`config.mk`:
```
export PLATFORM = sky130hd
export DESIGN_NAME = ppcr_regs
export DESIGN_NICKNAME = d
export VERILOG_FILES = /design/src/common/ppcr_pkg.sv /design/src/logic/ppcr_line_pacer.sv /design/src/logic/ppcr_regs.sv
export SDC_FILE = /design/constraint.sdc
export NUM_CORES = 1
export LEC_CHECK = 0
export BUFFER_PORTS_ARGS = -buffer_cell sky130_fd_sc_hd__buf_2
export CORE_MARGIN = 2
export CORE_UTILIZATION = 30
export CTS_CLUSTER_DIAMETER = 200
export DETAILED_ROUTE_END_ITERATION = 12
export PLACE_DENSITY_LB_ADDON = 0.05
export SLEW_MARGIN = 20
export SYNTH_ARGS = -nofsm -noshare
export SYNTH_HDL_FRONTEND = slang
export SYNTH_SLANG_ARGS = --single-unit
```
`constraint.sdc`:
```
create_clock -name sys_clk_i -period 8.2 [get_ports sys_clk_i]
set_input_delay 1.23 -clock sys_clk_i [delete_from_list [all_inputs] [get_ports sys_clk_i]]
set_output_delay 1.23 -clock sys_clk_i [all_outputs]
set_load 0.05 [all_outputs]
```
`src/common/ppcr_pkg.sv`:
```
// constants for the panel power configuration register bank
package ppcr_pkg;

  localparam int          DATA_W          = 8;
  localparam int          ADDR_W          = 8;

  // register addresses on command page 4
  localparam logic [7:0]  ADDR_EXT_CAP    = 8'h7A;
  localparam logic [7:0]  ADDR_LV_SENS    = 8'h87;
  localparam logic [7:0]  ADDR_LV_RESP    = 8'h88;
  localparam logic [7:0]  ADDR_VCOM_MODE  = 8'h8B;
  localparam logic [7:0]  ADDR_VGL_CLAMP  = 8'h8D;
  localparam logic [7:0]  ADDR_GMA_RELOAD = 8'hB2;

  // reset values, identical for power-on, software and hardware reset
  localparam logic [7:0]  RST_EXT_CAP     = 8'h00;
  localparam logic [7:0]  RST_LV_SENS     = 8'hBA;
  localparam logic [7:0]  RST_LV_RESP     = 8'h8B;
  localparam logic [7:0]  RST_VCOM_MODE   = 8'hE3;
  localparam logic [7:0]  RST_VGL_CLAMP   = 8'h14;
  localparam logic [7:0]  RST_GMA_RELOAD  = 8'hD1;

  // field positions
  localparam int          EXT_CAP_BIT     = 4;
  localparam int          SENS_MSB        = 7;
  localparam int          SENS_LSB        = 4;
  localparam int          RESP_BIT        = 7;
  localparam int          VCOM_ZERO_BIT   = 3;
  localparam int          CLAMP_MSB       = 6;
  localparam int          RELOAD_ON_BIT   = 7;
  localparam int          RELOAD_PER_BIT  = 6;

  // sensitivity codes
  localparam logic [3:0]  SENS_HIGH       = 4'hF;
  localparam logic [3:0]  SENS_MEDIUM     = 4'hB;
  localparam logic [3:0]  SENS_LOW        = 4'h2;
  localparam logic [3:0]  SENS_OFF        = 4'h0;

  // sensitivity level encoding on the analog control output
  localparam logic [1:0]  LEVEL_NONE      = 2'h0;
  localparam logic [1:0]  LEVEL_LOW       = 2'h1;
  localparam logic [1:0]  LEVEL_MEDIUM    = 2'h2;
  localparam logic [1:0]  LEVEL_HIGH      = 2'h3;

  // valid clamp code range, 0.18 V per step
  localparam logic [6:0]  CLAMP_MIN       = 7'h03;
  localparam logic [6:0]  CLAMP_MAX       = 7'h41;

  // periodic gamma reload spacing in display lines
  localparam int          RELOAD_LINES    = 8;

  localparam int          VCOM_W          = 9;
  localparam logic [8:0]  VCOM_ZERO       = 9'h000;

  typedef enum logic [1:0] {
    PPCR_DET_IDLE,
    PPCR_DET_KILL,
    PPCR_DET_HOLD
  } ppcr_det_state_t;

endpackage

```
`src/logic/ppcr_line_pacer.sv`:
```
// line counter giving one pulse every N display lines
`timescale 1ns/1ns
module ppcr_line_pacer #(
  parameter int LINES = 8
) (
  input  wire logic sys_clk_i,
  input  wire logic sys_rst_i,
  input  wire logic run_i,
  input  wire logic line_start_i,
  output logic      tick_o
);

  localparam int CNT_W = (LINES > 1) ? $clog2(LINES) : 1;
  localparam logic [CNT_W-1:0] LAST = CNT_W'(LINES - 1);

  initial begin
    if (LINES < 2) begin
      $error("ppcr_line_pacer: LINES must be at least 2");
    end
  end

  logic [CNT_W-1:0] line_cnt;
  logic [CNT_W-1:0] next_line_cnt;
  wire              wrap = line_start_i && (line_cnt == LAST);

  assign next_line_cnt = !run_i ? '0 :
                         wrap ? '0 :
                         line_start_i ? line_cnt + CNT_W'(1) : line_cnt;

  always_ff @(posedge sys_clk_i or posedge sys_rst_i) begin
    if (sys_rst_i) begin
      line_cnt <= '0;
      tick_o   <= 1'b0;
    end else begin
      line_cnt <= next_line_cnt;
      tick_o   <= run_i && wrap;
    end
  end

endmodule

```
`src/logic/ppcr_regs.sv`:
```
// page-4 panel power configuration registers and their control decode
// What this block does
// - bit 4 of the regulator cap register set to 1 selects the two off-chip caps, 0 runs without.
// - that cap select bit sits in register 7A and resets to zero on every kind of reset.
// - sensitivity field 1111 gives high, 1011 medium and 0010 low detection sensitivity.
// - sensitivity field 0000 turns low-voltage and battery-removal detection off.
// - with response bit D7 at 0 a detection kills pump power at once, then requests sleep-in.
// - with response bit at 1 a detection requests the ordinary power-off and sleep-in sequence.
// - with force-zero clear, VCOM follows level a for direction 0 and level b for direction 1.
// - with force-zero set, VCOM is driven to zero volts whatever the direction.
// - the seven-bit clamp code steps 0.18 V per code, only 03h to 41h being valid.
// - the reload enable bit lets gamma settings reload in sleep-out, and stops it when 0.
// - the periodic bit makes the reload repeat once every eight lines in sleep-out.
// - the registers take accesses in normal, idle and sleep-in states alike.
`timescale 1ns/1ns
module ppcr_regs
  import ppcr_pkg::*;
#(
  parameter int RELOAD_PERIOD = RELOAD_LINES
) (
  input  wire logic              sys_clk_i,
  input  wire logic              sys_rst_i,
  input  wire logic              soft_reset_i,
  input  wire logic              page4_sel_i,
  input  wire logic              cmd_wr_i,
  input  wire logic              cmd_rd_i,
  input  wire logic [ADDR_W-1:0] cmd_addr_i,
  input  wire logic [DATA_W-1:0] cmd_wdata_i,
  output logic      [DATA_W-1:0] cmd_rdata_o,
  output logic                   cmd_rvalid_o,
  input  wire logic              low_voltage_detect_i,
  input  wire logic              panel_scan_direction_i,
  input  wire logic [VCOM_W-1:0] common_level_a_i,
  input  wire logic [VCOM_W-1:0] common_level_b_i,
  input  wire logic              sleep_out_i,
  input  wire logic              line_start_i,
  output logic                   ext_regulator_cap_sel_o,
  output logic                   detect_enable_o,
  output logic      [1:0]        detect_level_o,
  output logic                   detect_code_valid_o,
  output logic                   pump_kill_o,
  output logic                   sleep_in_req_o,
  output logic                   normal_off_req_o,
  output logic      [VCOM_W-1:0] common_level_o,
  output logic                   common_voltage_force_zero_o,
  output logic      [6:0]        neg_gate_clamp_code_o,
  output logic                   clamp_code_valid_o,
  output logic                   tone_curve_reload_o
);

  initial begin
    if (RELOAD_PERIOD < 2) begin
      $error("ppcr_regs: RELOAD_PERIOD must be at least 2");
    end
    if (SENS_MSB - SENS_LSB != 3) begin
      $error("ppcr_regs: sensitivity field must be four bits wide");
    end
    if (CLAMP_MSB != 6 || EXT_CAP_BIT >= DATA_W) begin
      $error("ppcr_regs: clamp or cap field does not fit the register");
    end
    if (RESP_BIT >= DATA_W || VCOM_ZERO_BIT >= DATA_W) begin
      $error("ppcr_regs: control bit beyond the register width");
    end
  end

  // register storage
  logic [DATA_W-1:0] ext_cap_reg;
  logic [DATA_W-1:0] lv_sens_reg;
  logic [DATA_W-1:0] lv_resp_reg;
  logic [DATA_W-1:0] vcom_mode_reg;
  logic [DATA_W-1:0] vgl_clamp_reg;
  logic [DATA_W-1:0] gma_reload_reg;

  // address decode, no power-state gating
  // access in every state
  wire wr_ok        = cmd_wr_i && page4_sel_i;
  wire wr_ext_cap   = wr_ok && (cmd_addr_i == ADDR_EXT_CAP);
  wire wr_lv_sens   = wr_ok && (cmd_addr_i == ADDR_LV_SENS);
  wire wr_lv_resp   = wr_ok && (cmd_addr_i == ADDR_LV_RESP);
  wire wr_vcom_mode = wr_ok && (cmd_addr_i == ADDR_VCOM_MODE);
  wire wr_vgl_clamp = wr_ok && (cmd_addr_i == ADDR_VGL_CLAMP);
  wire wr_gma       = wr_ok && (cmd_addr_i == ADDR_GMA_RELOAD);

  logic [DATA_W-1:0] rd_mux;
  always_comb begin
    rd_mux = '0;
    case (cmd_addr_i)
      ADDR_EXT_CAP:    rd_mux = ext_cap_reg;
      ADDR_LV_SENS:    rd_mux = lv_sens_reg;
      ADDR_LV_RESP:    rd_mux = lv_resp_reg;
      ADDR_VCOM_MODE:  rd_mux = vcom_mode_reg;
      ADDR_VGL_CLAMP:  rd_mux = vgl_clamp_reg;
      ADDR_GMA_RELOAD: rd_mux = gma_reload_reg;
      default:         rd_mux = '0;
    endcase
  end
  wire [DATA_W-1:0] next_rdata = page4_sel_i ? rd_mux : '0;

  always_ff @(posedge sys_clk_i or posedge sys_rst_i) begin
    if (sys_rst_i) begin
      ext_cap_reg    <= RST_EXT_CAP;
      lv_sens_reg    <= RST_LV_SENS;
      lv_resp_reg    <= RST_LV_RESP;
      vcom_mode_reg  <= RST_VCOM_MODE;
      vgl_clamp_reg  <= RST_VGL_CLAMP;
      gma_reload_reg <= RST_GMA_RELOAD;
    end else if (soft_reset_i) begin
      ext_cap_reg    <= RST_EXT_CAP;
      lv_sens_reg    <= RST_LV_SENS;
      lv_resp_reg    <= RST_LV_RESP;
      vcom_mode_reg  <= RST_VCOM_MODE;
      vgl_clamp_reg  <= RST_VGL_CLAMP;
      gma_reload_reg <= RST_GMA_RELOAD;
    end else begin
      if (wr_ext_cap) begin
        ext_cap_reg <= cmd_wdata_i;
      end
      if (wr_lv_sens) begin
        lv_sens_reg <= cmd_wdata_i;
      end
      if (wr_lv_resp) begin
        lv_resp_reg <= cmd_wdata_i;
      end
      if (wr_vcom_mode) begin
        vcom_mode_reg <= cmd_wdata_i;
      end
      if (wr_vgl_clamp) begin
        vgl_clamp_reg <= cmd_wdata_i;
      end
      if (wr_gma) begin
        gma_reload_reg <= cmd_wdata_i;
      end
    end
  end

  // read answer one cycle after the request
  always_ff @(posedge sys_clk_i or posedge sys_rst_i) begin
    if (sys_rst_i) begin
      cmd_rdata_o  <= '0;
      cmd_rvalid_o <= 1'b0;
    end else begin
      cmd_rdata_o  <= cmd_rd_i ? next_rdata : cmd_rdata_o;
      cmd_rvalid_o <= cmd_rd_i;
    end
  end

  // field extraction
  wire [3:0] sens_code    = lv_sens_reg[SENS_MSB:SENS_LSB];
  wire       resp_graceful = lv_resp_reg[RESP_BIT];
  wire       vcom_zero     = vcom_mode_reg[VCOM_ZERO_BIT];
  wire [6:0] clamp_code    = vgl_clamp_reg[CLAMP_MSB:0];
  wire       reload_on     = gma_reload_reg[RELOAD_ON_BIT];
  wire       reload_per    = gma_reload_reg[RELOAD_PER_BIT];

  wire sens_high = (sens_code == SENS_HIGH);
  wire sens_med  = (sens_code == SENS_MEDIUM);
  wire sens_low  = (sens_code == SENS_LOW);
  wire sens_valid = sens_high || sens_med || sens_low;
  wire [1:0] next_level = sens_high ? LEVEL_HIGH :
                          sens_med  ? LEVEL_MEDIUM :
                          sens_low  ? LEVEL_LOW : LEVEL_NONE;
  wire det_enabled = (sens_code != SENS_OFF);

  wire [VCOM_W-1:0] dir_level = panel_scan_direction_i ? common_level_b_i
                                                       : common_level_a_i;
  wire [VCOM_W-1:0] next_vcom = vcom_zero ? VCOM_ZERO : dir_level;

  wire clamp_ok = (clamp_code >= CLAMP_MIN) && (clamp_code <= CLAMP_MAX);

  // registered analog controls
  always_ff @(posedge sys_clk_i or posedge sys_rst_i) begin
    if (sys_rst_i) begin
      ext_regulator_cap_sel_o     <= 1'b0;
      detect_enable_o             <= 1'b0;
      detect_level_o              <= LEVEL_NONE;
      detect_code_valid_o         <= 1'b0;
      common_level_o              <= VCOM_ZERO;
      common_voltage_force_zero_o <= 1'b0;
      neg_gate_clamp_code_o       <= '0;
      clamp_code_valid_o          <= 1'b0;
    end else begin
      ext_regulator_cap_sel_o     <= ext_cap_reg[EXT_CAP_BIT];
      detect_enable_o             <= det_enabled;
      detect_level_o              <= next_level;
      detect_code_valid_o         <= sens_valid;
      common_level_o              <= next_vcom;
      common_voltage_force_zero_o <= vcom_zero;
      neg_gate_clamp_code_o       <= clamp_code;
      clamp_code_valid_o          <= clamp_ok;
    end
  end

  // detector comparator is asynchronous
  logic det_sync_a;
  logic det_sync_b;
  always_ff @(posedge sys_clk_i or posedge sys_rst_i) begin
    if (sys_rst_i) begin
      det_sync_a <= 1'b0;
      det_sync_b <= 1'b0;
    end else begin
      det_sync_a <= low_voltage_detect_i;
      det_sync_b <= det_sync_a;
    end
  end

  wire det_hit = det_sync_b && det_enabled;

  // detection response sequencer
  ppcr_det_state_t det_state;
  ppcr_det_state_t next_det_state;
  logic            next_kill;
  logic            next_sleep_req;
  logic            next_off_req;

  always_comb begin
    next_det_state = det_state;
    next_kill      = pump_kill_o;
    next_sleep_req = 1'b0;
    next_off_req   = 1'b0;
    case (det_state)
      PPCR_DET_IDLE: begin
        if (det_hit && !resp_graceful) begin
          next_kill      = 1'b1;
          next_det_state = PPCR_DET_KILL;
        end else if (det_hit) begin
          next_off_req   = 1'b1;
          next_det_state = PPCR_DET_HOLD;
        end
      end
      PPCR_DET_KILL: begin
        next_sleep_req = 1'b1;
        next_det_state = PPCR_DET_HOLD;
      end
      PPCR_DET_HOLD: begin
        if (!det_sync_b) begin
          next_kill      = 1'b0;
          next_det_state = PPCR_DET_IDLE;
        end
      end
      default: begin
        next_kill      = 1'b0;
        next_det_state = PPCR_DET_IDLE;
      end
    endcase
  end

  always_ff @(posedge sys_clk_i or posedge sys_rst_i) begin
    if (sys_rst_i) begin
      det_state        <= PPCR_DET_IDLE;
      pump_kill_o      <= 1'b0;
      sleep_in_req_o   <= 1'b0;
      normal_off_req_o <= 1'b0;
    end else begin
      det_state        <= next_det_state;
      pump_kill_o      <= next_kill;
      sleep_in_req_o   <= next_sleep_req;
      normal_off_req_o <= next_off_req;
    end
  end

  // gamma reload pacing
  logic sleep_out_q;
  logic line_tick;
  wire  reload_run = reload_on && reload_per && sleep_out_i;
  wire  sleep_out_rise = sleep_out_i && !sleep_out_q;

  ppcr_line_pacer #(
    .LINES (RELOAD_PERIOD)
  ) u_pacer (
    .sys_clk_i    (sys_clk_i),
    .sys_rst_i    (sys_rst_i),
    .run_i        (reload_run),
    .line_start_i (line_start_i),
    .tick_o       (line_tick)
  );

  // reload only when enabled in sleep-out
  wire next_reload = reload_on && sleep_out_i &&
                     (reload_per ? line_tick : sleep_out_rise);

  always_ff @(posedge sys_clk_i or posedge sys_rst_i) begin
    if (sys_rst_i) begin
      sleep_out_q         <= 1'b0;
      tone_curve_reload_o <= 1'b0;
    end else begin
      sleep_out_q         <= sleep_out_i;
      tone_curve_reload_o <= next_reload;
    end
  end

endmodule

```
### After elaboration in Yosys (flattened, before gate mapping)

Cells that the tools add are included.

| word-level totals | value |
|---|---|
| register bits after elaboration | 93 |
| latch bits | 0 |
| bits in writable memories | 0 |
| ROM bits | 0 |
| input port bits | 44 |
| output and inout port bits | 36 |
| word-level logic and storage cells | 111 |
| memories | 0 |

| operators by class | value |
|---|---|
| add/subtract/negate cells | 1 |
| $mul | 0 |
| divide/modulo/power cells | 0 |
| order comparisons | 2 |
| equality and inequality tests | 16 |
| shift-type cells | 0 |
| multiplexer cells | 34 |
| bitwise gates (word level) | 1 |
| reductions and logical operators | 31 |

Operators by type and width:

| cell | count |
|---|---|
| $mux W8 | 13 |
| $pmux W8 S6 | 1 |
| $eq A8 B8 Y1 const B | 5 |
| $mux W9 | 2 |
| $logic_and A1 B1 Y1 | 17 |
| $reduce_bool A2 Y1 | 6 |
| $mux W2 | 5 |
| $mux W3 | 3 |
| $eq A4 B4 Y1 const B | 2 |
| $eq A8 B7 Y1 const B | 1 |
| $mux W1 | 8 |
| $ge A7 B2 Y1 const B | 1 |
| $le A7 B7 Y1 const B | 1 |
| $ne A3 B3 Y1 const B | 2 |
| $pmux W2 S3 | 1 |
| $eq A4 B2 Y1 const B | 1 |
| $ne A2 B2 Y1 const B | 2 |
| $reduce_bool A4 Y1 | 1 |
| $add A3 B1 Y3 const B | 1 |
| $eq A3 B3 Y1 const B | 1 |
| $pmux W1 S3 | 1 |
| $reduce_and A3 Y1 | 1 |
| $eq A2 B1 Y1 const B | 1 |
| $eq A2 B2 Y1 const B | 1 |
| other kinds (5) | 7 |

### Longest topological paths before layout

Gate-level depths: netlist of run 1.

| logic depth | value |
|---|---|
| word-level depth | 5 |
| gate-level depth with buffers | 6 |
| depth with buffers taken out | 5 |

### By module

A second synthesis of run 1 with hierarchy kept.

| second synthesis, totals | value |
|---|---|
| cells, all modules | 358 |
| area total of the unflattened synthesis | 4161.5 um^2 |

By module, submodules not included:

| module | instances | cells an instance | area each (um^2) | seq. area each (um^2) |
|---|---|---|---|---|
| ppcr_regs | 1 | 342 | 3966.3 | 2252.2 |
| ppcr_line_pacer | 1 | 16 | 195.2 | 100.1 |

### Least setup slack after synthesis of run 1

OpenSTA, ideal clock, no wires.

| path | value |
|---|---|
| kind | input to register |
| start | input cmd_addr_i[1] |
| end | register vgl_clamp_reg[2] |
| setup time | 0.082 ns |
| data arrival time | 2.591 ns |
| data required time | 8.118 ns |
| setup slack | 5.527 ns |
| cell stages on the path | 5 |
| path buffers | 2 |
| cells stage by stage | clkbuf_1 -> and3b_1 -> clkbuf_1 -> nand4_1 -> a211o_1 |

| on the way | value |
|---|---|
| longest elaborated chain between the ends | 3 |

Ends and longest elaborated chain:

| item | line | text |
|---|---|---|
| start: declaration | ppcr_regs.sv:27 | `input wire logic [ADDR_W-1:0] cmd_addr_i,` |
| $eq A8 B8 Y1 | ppcr_regs.sv:81 | `wire wr_vgl_clamp = wr_ok && (cmd_addr_i == ADDR_VGL_CLAMP);` |
| $logic_and A1 B1 Y1 | ppcr_regs.sv:81 |  |
| $reduce_bool A2 Y1 (no line) | -- |  |
| end signal: assignment | ppcr_regs.sv:128 | `vgl_clamp_reg <= cmd_wdata_i;` |
| end: declaration | ppcr_regs.sv:71 | `logic [DATA_W-1:0] vgl_clamp_reg;` |

Every way passes these cells.
A chain may end at the register's enable or synchronous reset.

### Final worst setup path of run 1

| path | value |
|---|---|
| start | input cmd_addr_i[4] |
| end | register lv_sens_reg[0] |

| on the way | value |
|---|---|
| longest elaborated chain between the ends | 3 |

Ends and longest elaborated chain:

| item | line | text |
|---|---|---|
| $eq A8 B8 Y1 | ppcr_regs.sv:78 | `wire wr_lv_sens = wr_ok && (cmd_addr_i == ADDR_LV_SENS);` |
| $logic_and A1 B1 Y1 | ppcr_regs.sv:78 |  |
| $reduce_bool A2 Y1 (no line) | -- |  |
| end signal: assignment | ppcr_regs.sv:119 | `lv_sens_reg <= cmd_wdata_i;` |
| end: declaration | ppcr_regs.sv:68 | `logic [DATA_W-1:0] lv_sens_reg;` |

Every way passes these cells.

==> impl_metrics.yaml, run 1 <==
run_status:
  status: "finished clean"
flow_run:
  max-cap-violations: 0
critical_path:
  cp-end-kind: "flop"
  worstPathArrival_ns: 2.93
  ff2ff_path_depth: 5
  crit_type: "in -> reg"
  critPathLaunchType: "input pin"
  path_max_fanout: 13
  cp.required_ns: 8.39
  r2r-end: "pump_kill_o"
  r2r-start: "lv_sens_reg[7]"
  r2r_slack_ns: 6.77
logic_synthesis:
  synth_seq_cells: 93
  avgSynthCellArea_um2: 11.4
  synthArstFlopShare: 1.00
  syn_area_um2: 4110
  synth_simple_gate_area_frac: 0.175
  muxShareOfSynthArea: 0.0925
  synth-adder-area-share: 0.00608
  ys_top_cells_by_area: "dfrtp_1 44%, dfstp_2 13%, mux2i_1 9.2%"
  synth_warnings: 0
  synth_top_area_cell: "dfrtp_1"
  yosys.cell_types.count: 49
  syn_inst: 362
  synth_top_family_by_area: "simple AND/OR/NAND/NOR gates"
  synth-edff-count: 0
  synth_compound_area_frac: 0.125
  mappedNetlistNets: 408
  synth_xor_area_frac: 0
  synth_seq_area_share: 0.572
  synthFlopType: "dfrtp_1"
  yosysTopAreaCellShare: 0.444
min_path:
  holdPathEnd: "det_sync_b"
  holdCritPathClass: "reg -> reg"
  hold_start: "det_sync_a"
  holdPathStages: 0
clock_network:
  cts_hold_buf: 0
  numCtsBuffers: 9
  cts-root-buf: "clkbuf_16"
  cts_setup_buffers: 0
  clock_path_buffers: 2
  clkLatencyLatePin_ns: 0.34
  numClockSinks: 93
  cts_tree: "done"
  htree_levels: 3
  cts_resized: 0
  clkSlewWorstSetupHoldPaths_ns: 0.07
die:
  die_h_um: 121
  die-area_um2: 14700
  initial_core_util: 0.309
  rows: 42
  core_area_um2: 13300
  dieWidth_um: 121
  io_pins: 80
sta:
  relSlewSlack: 0.298
  worst_slew_pin_slew_ns: 1.05
  worst_hold_slack_ns: 0.354
  finClkSkew_ns: 0.00585
  finalCritPeriodShare: 0.335
  fmax_mhz: 365
  setup_viol: 0
  drv_slew: 0
  rsz0062_at_grt: "false"
  setup_tns_ns: 0
  hold_violations: 0
  min_period_ns: 2.74
power:
  ir_worst_vdd_uv: 72.6
  leakage_nw: 2.22
  p_per_area_nw_per_um2: 207
  total_power_w: 0.00103
global_route:
  grt_max_degree: 73
  grt_pass1_wl_um: 17500
  globalRouteOverflowTotal: 0
  grt.total_usage: 0.162
  first_global_vias: 3007
  antenna_found_initial: 0
layout:
  fin_nets: 480
  layout_commonest_cell: "buf_2"
  largest_reg_flops: 9
  postLayoutCoreUtil: 0.377
  final_cell_mix: "79 x buf_2, 73 x dfrtp_1, 55 x nor2_1"
  layout-drive-gt1-share: 0.294
  largest_register: "common_level_o"
  area_growth_pct: 21.7
  nFillCells: 1342
  antenna_cells: 0
placement:
  hpwl_um: 7760
  place.gp.congestion: 0.762
  port_buffers: 79
routing:
  drtIter0Drc: 208
  drt-pass1-iter-count: 4
  viasPerCell: 4.91
  wl_per_cell_um: 18.1
  wirelength_um: 11100
  ant_nets: 0
  vias: 3019
  drc: 0
## metrics by stage
stage	setup WS (ns)	instances	instance area [um2]
2_1_floorplan	4.58	362	4110
3_3_place_gp	5.08	599	4660
3_5_place_dp	5.08	599	4660
4_1_cts	5.46	615	5010
5_1_grt	5.34	615	5010
6_report	5.46	615	5010
## worst max path at each step
stage,from,endpoint
after floorplan,sys_rst_i,clamp_code_valid_o
after global placement,cmd_addr_i[4],lv_sens_reg[0]
after detailed placement,cmd_addr_i[4],lv_sens_reg[2]
after CTS,cmd_addr_i[4],lv_sens_reg[0]
after global routing,cmd_addr_i[3],lv_resp_reg[2]
final,cmd_addr_i[4],lv_sens_reg[0]
## worst max-delay path: stages
cell and delay [ns]:
buf_2 0.12, or4b_4 0.59, nor4_4 0.67, mux2i_1 0.25
nor2_1 0.05
## cells by family after synthesis
logic type | Yosys count
mux | 38
flops | 93
simple gates | 132
buf+inv | 29
compound gates | 68
fa+ha+maj | 2
## routing by layer
metal	part of all wire	vias up	GRT usage
met3	0.039	10	0.0268
li1	-	1454	-
met1	0.49	1495	0.239
met2	0.46	60	0.236
met5	0	-	0
met4	0.015	0	0.0654
## synthesized netlist by cell type (9+ instances only)
library cell   n
a211o_1       12
a22oi_1       11
nor3_1         9
nand2_1       14
inv_1         10
nand3_1       11
clkbuf_1      15
nor2b_1       13
dfstp_2       20
a21oi_1       11
nor2_1        55
mux2i_1       38
dfrtp_1       73
## final cells by class
type	count	area, um2	area share
clock buffers	10	239	0.0477
clock inverters	6	110	0.0220
inverters	10	40.0	0.00800
multi-input cells	240	1640	0.328
flip-flops and latches	93	2350	0.470
well taps	176	220	0.0440
repair buffers	80	403	0.0805
## report_power, final
group          internal [W]  switching [W]  leakage, nW
registers          0.000466     0.00000281         1.16
logic             0.0000218      0.0000629        0.888
clock network      0.000306       0.000175        0.165
Note: power is estimated with default switching activity, not from simulation.
==> inputs of run 2 (changes only) <==
Clock period 8.2 ns to 2.5 ns, I/O delays scaled along.
==> run 2 against run 1 <==
Worst setup slack lost 4.6 ns; cell count increased by 2.0%; critical path type unchanged; critical endpoint is now vgl_clamp_reg[7]; register-to-register slack got worse by 5.7 ns; largest cell class unchanged.
==> impl_metrics.yaml, run 2 (synthesis results as in run 1) <==
run_status:
  status: "finished clean"
clock_network:
  numCtsBuffers: 9
  htree_levels: 3
  clock_path_buffers: 2
  cts_resized: 0
  clkSlewWorstSetupHoldPaths_ns: 0.07
  clkLatencyLatePin_ns: 0.35
  cts-root-buf: "clkbuf_16"
  cts_tree: "done"
  numClockSinks: 93
min_path:
  holdPathEnd: "det_sync_a"
  holdCritPathClass: "in -> reg"
  hold_start: "low_voltage_detect_i"
  holdPathStages: 1
routing:
  ant_nets: 0
  drtIter0Drc: 177
  drt-pass1-iter-count: 4
  viasPerCell: 4.91
  wirelength_um: 11400
  wl_met2_um: 5230
  vias: 3081
  wl_per_cell_um: 18.2
  top_layer: "met4"
  wl_met1_um: 5520
  drc: 0
  wl_met3_um: 425
die:
  core_area_um2: 13300
  io_pins: 80
  initial_core_util: 0.309
  rows: 42
  die-area_um2: 14700
  die_h_um: 121
  dieWidth_um: 121
sta:
  setup_viol: 0
  finalCritPeriodShare: 0.674
  drv_slew: 0
  setup_tns_ns: 0
  finClkSkew_ns: 0.00602
  rsz0062_at_grt: "false"
  hold_violations: 0
  fmax_mhz: 594
  min_period_ns: 1.68
  relSlewSlack: 0.450
  worst_slew_pin_slew_ns: 0.824
critical_path:
  ff2ff_path_depth: 5
  path_max_fanout: 10
  slowest_delay_ns: 0.47
  cp-end-kind: "flop"
  r2r-end: "det_state[1]"
  worstPathArrival_ns: 1.88
  crit_chain: "buf_2 > nor4b_2 > buf_4 > nand4_1 > mux2i_1 > nor2_1"
  critical-path-slowest-cell: "nand4_1"
  critPathLaunchType: "input pin"
  r2r_slack_ns: 1.06
  r2r-start: "lv_sens_reg[7]"
  cp.required_ns: 2.70
  crit_type: "in -> reg"
power:
  p_int_w: 0.00249
  power_switching_w: 0.000823
  pwr-share-comb: 0.087
  leakage_nw: 2.27
  p_per_area_nw_per_um2: 651
  swShare: 0.249
  total_power_w: 0.00331
  ir_worst_vdd_uv: 225
  pwr-share-clk: 0.448
  pwr-share-seq: 0.465
layout:
  area_growth_pct: 23.4
  largest_register: "common_level_o"
  layout_commonest_cell: "buf_2"
  fin_nets: 492
  finalInstanceArea_um2: 5080
  final_cells: 627
  largest_reg_flops: 9
  antenna_cells: 0
  layout-drive-gt1-share: 0.308
  final_cell_mix: "79 x buf_2, 73 x dfrtp_1, 55 x nor2_1"
flow_run:
  max-cap-violations: 0
global_route:
  grt.total_usage: 0.166
  globalRouteOverflowTotal: 0
  antenna_found_initial: 0
  grt_max_degree: 84
  grt_pass1_wl_um: 18100
  first_global_vias: 3113
placement:
  place.gp.congestion: 0.844
  placed_cells: 610
  dpl-instance-area_um2: 4750
  port_buffers: 79
  hpwl_um: 7940
## run 2: metrics by stage
step	hold slack, ns	util	setup slack, ns
final	0.128	0.382	0.816
after global routing	0.127	0.382	0.675
after CTS	0.124	0.382	0.798
after detailed placement	0.335	0.358	0.437
after global placement	0.336	0.358	0.498
after floorplan	0.331	-	0.682
## run 2: worst max-delay path by stage
stage | start | end | slack (ns) | cells after the start
final | cmd_addr_i[4] | vgl_clamp_reg[7] | 0.82 | 6
after global routing | cmd_addr_i[3] | vgl_clamp_reg[0] | 0.67 | 5
after CTS | cmd_addr_i[4] | vgl_clamp_reg[7] | 0.80 | 6
after detailed placement | cmd_addr_i[4] | vgl_clamp_reg[7] | 0.44 | 6
after global placement | cmd_addr_i[4] | vcom_mode_reg[3] | 0.50 | 5
after floorplan | cmd_addr_i[1] | vgl_clamp_reg[2] | 0.68 | 5
## run 2: what timing repair did
action / in CTS / in global routing
buffers inserted: 0 / 0
hold buffers: 1 / 0
endpoints found under the hold margin: 10 / 0
## run 2: layer usage
| metal | vias up | global-route usage |
|---|---|---|
| met1 | 1526 | 0.240 |
| li1 | 1476 | - |
| met5 | - | 0 |
| met3 | 14 | 0.0287 |
| met2 | 65 | 0.248 |
| met4 | 0 | 0.0632 |
## run 2: final cells by class
cell class | instances | area, um2
clock buffers | 10 | 229
clock inverters | 6 | 86.3
fillers | 1337 | 8220
flip-flops and latches | 93 | 2350
repair buffers | 92 | 508
multi-input cells | 240 | 1640
well taps | 176 | 220
inverters | 10 | 41.3
## run 2: worst max-delay path, delay by kind of cell
kind / cells / cell delay, ns
buffers and inverters: 2 / 0.31
AND/OR/NAND/NOR: 3 / 0.87
multiplexers: 1 / 0.33
## run 2: power groups by stage
stage	Clock (W)	Sequential (W)	Combinational [W]
after CTS	0.00152	0.00154	0.000294
after floorplan	0	0.00162	0.000112
after global placement	0	0.00156	0.000292
final	0.00148	0.00154	0.000287
after detailed placement	0	0.00157	0.000292
after global routing	0.00158	0.00154	0.000315
==> inputs of run 3 (changes only) <==
Clock period 2.5 ns to 1.4 ns, I/O delays scaled along.
==> run 3 against run 2 <==
Clock skew about the same; clock-buffer cell count rose by 1; global-route usage rose by 0.43 points; non-clock buffer count up 42; clock power rose by 84%; cell area grew 8.7%.
==> impl_metrics.yaml, run 3 (synthesis results as in run 1) <==
run_status:
  status: "finished clean"
critical_path:
  cp.required_ns: 1.60
  r2r-end: "cmd_rdata_o[7]"
  critPathLaunchType: "input pin"
  r2r-start: "lv_resp_reg[7]"
  ff2ff_path_depth: 4
  crit_type: "in -> reg"
  cp-end-kind: "flop"
  cp-endpoint: "lv_sens_reg[2]"
  path_max_fanout: 13
  worstPathArrival_ns: 1.54
  startpoint: "cmd_addr_i[6]"
  r2r_slack_ns: 0.06
power:
  total_power_w: 0.00606
  pwr-share-clk: 0.448
  ir_worst_vdd_uv: 465
  pwr-share-comb: 0.098
  pwr-share-seq: 0.453
  p_int_w: 0.00460
  swShare: 0.241
  power_switching_w: 0.00146
  p_per_area_nw_per_um2: 1100
  leakage_nw: 2.52
routing:
  viasPerCell: 4.80
  vias: 3209
  drt-pass1-iter-count: 6
  drc: 0
  ant_nets: 0
  wirelength_um: 11800
  drtIter0Drc: 148
  wl_per_cell_um: 17.7
global_route:
  grt.total_usage: 0.170
  grt_max_degree: 44
  antenna_found_initial: 0
  globalRouteOverflowTotal: 0
  first_global_vias: 3252
  grt_pass1_wl_um: 18500
min_path:
  holdCritPathClass: "in -> reg"
die:
  die_h_um: 121
  rows: 42
  dieWidth_um: 121
  die-area_um2: 14700
  core_area_um2: 13300
  io_pins: 80
  initial_core_util: 0.309
placement:
  hpwl_um: 8660
  place.gp.congestion: 0.832
  port_buffers: 79
sta:
  min_period_ns: 1.34
  worst_slew_pin_slew_ns: 0.676
  hold_violations: 0
  rsz0062_at_grt: "true"
  drv_slew: 0
  setup_tns_ns: 0
  finClkSkew_ns: 0.00610
  worst_hold_slack_ns: 0.0823
  relSlewSlack: 0.549
  setup_viol: 0
  finalCritPeriodShare: 0.958
  fmax_mhz: 745
layout:
  largest_reg_flops: 9
  largest_register: "common_level_o"
  layout_commonest_cell: "buf_2"
  area_growth_pct: 34.2
  final_cell_mix: "78 x buf_2, 73 x dfrtp_1, 54 x nor2_1"
  antenna_cells: 0
  nFillCells: 1312
  fin_nets: 534
  layout-drive-gt1-share: 0.375
clock_network:
  clkLatencyLatePin_ns: 0.34
  clock_path_buffers: 2
  cts_tree: "done"
  cts_setup_buffers: 0
  numClockSinks: 93
  cts-root-buf: "clkbuf_16"
  numCtsBuffers: 9
  htree_levels: 3
  clkSlewWorstSetupHoldPaths_ns: 0.07
flow_run:
  max-cap-violations: 0
==> run 3: repair_timing <==
item | CTS | global route
hold endpoints to repair | 12 | 0
hold buffers | 3 | 0
setup endpoints to repair | 1 | 5
pin swaps | 0 | 2
resized for setup | 1 | 3
gates cloned | 0 | 0
==> run 3: area by class of cell <==
cell class	count	area, um2	area share
inverters	10	41.3	0.00748
clock buffers	11	253	0.0458
clock inverters	5	81.3	0.0147
well taps	176	220	0.0399
flip-flops and latches	93	2350	0.426
multi-input cells	240	1680	0.303
repair buffers	134	897	0.163
==> run 3: power groups by stage <==
stage	Sequential, W	Clock [W]	Combinational (W)
2_1_floorplan	0.00290	0	0.000213
3_3_place_gp	0.00279	0	0.000590
3_5_place_dp	0.00280	0	0.000594
4_1_cts	0.00275	0.00280	0.000605
5_1_grt	0.00275	0.00293	0.000646
6_report	0.00275	0.00272	0.000597
==> run 3: routing by layer <==
metal | track usage | vias to the layer above | share of wire
met5 | 0 | - | 0
met4 | 0.0589 | 0 | 0.014
met3 | 0.0268 | 9 | 0.041
met2 | 0.262 | 75 | 0.46
met1 | 0.243 | 1566 | 0.49
li1 | - | 1559 | -
==> run 3: worst min-delay path by stage <==
stage                      start                           to  slack (ns)  cells after the start
finish              line_start_i               u_pacer.tick_o        0.08                      3
CTS                 line_start_i               u_pacer.tick_o        0.07                      3
detailed placement     sys_rst_i  common_voltage_force_zero_o        0.20                      2
global route        line_start_i               u_pacer.tick_o        0.10                      3
floorplan               cmd_rd_i                 cmd_rvalid_o        0.24                      0
global placement       sys_rst_i  common_voltage_force_zero_o        0.20                      2
==> run 3: critical path, cell delays in order <==
cell	delay [ns]
buf_6	0.09
or4b_4	0.60
nor4_4	0.22
buf_12	0.18
mux2i_1	0.18
nor2_1	0.06
==> run 3: stage by stage <==
step	area, um2	util	setup slack, ns	instances
floorplan	4180	-	-0.144	362
global placement	5130	0.386	-0.285	650
detailed placement	5130	0.386	-0.317	650
CTS	5510	0.414	0.0453	669
global route	5520	0.415	-0.0171	669
finish	5520	0.415	0.0583	669
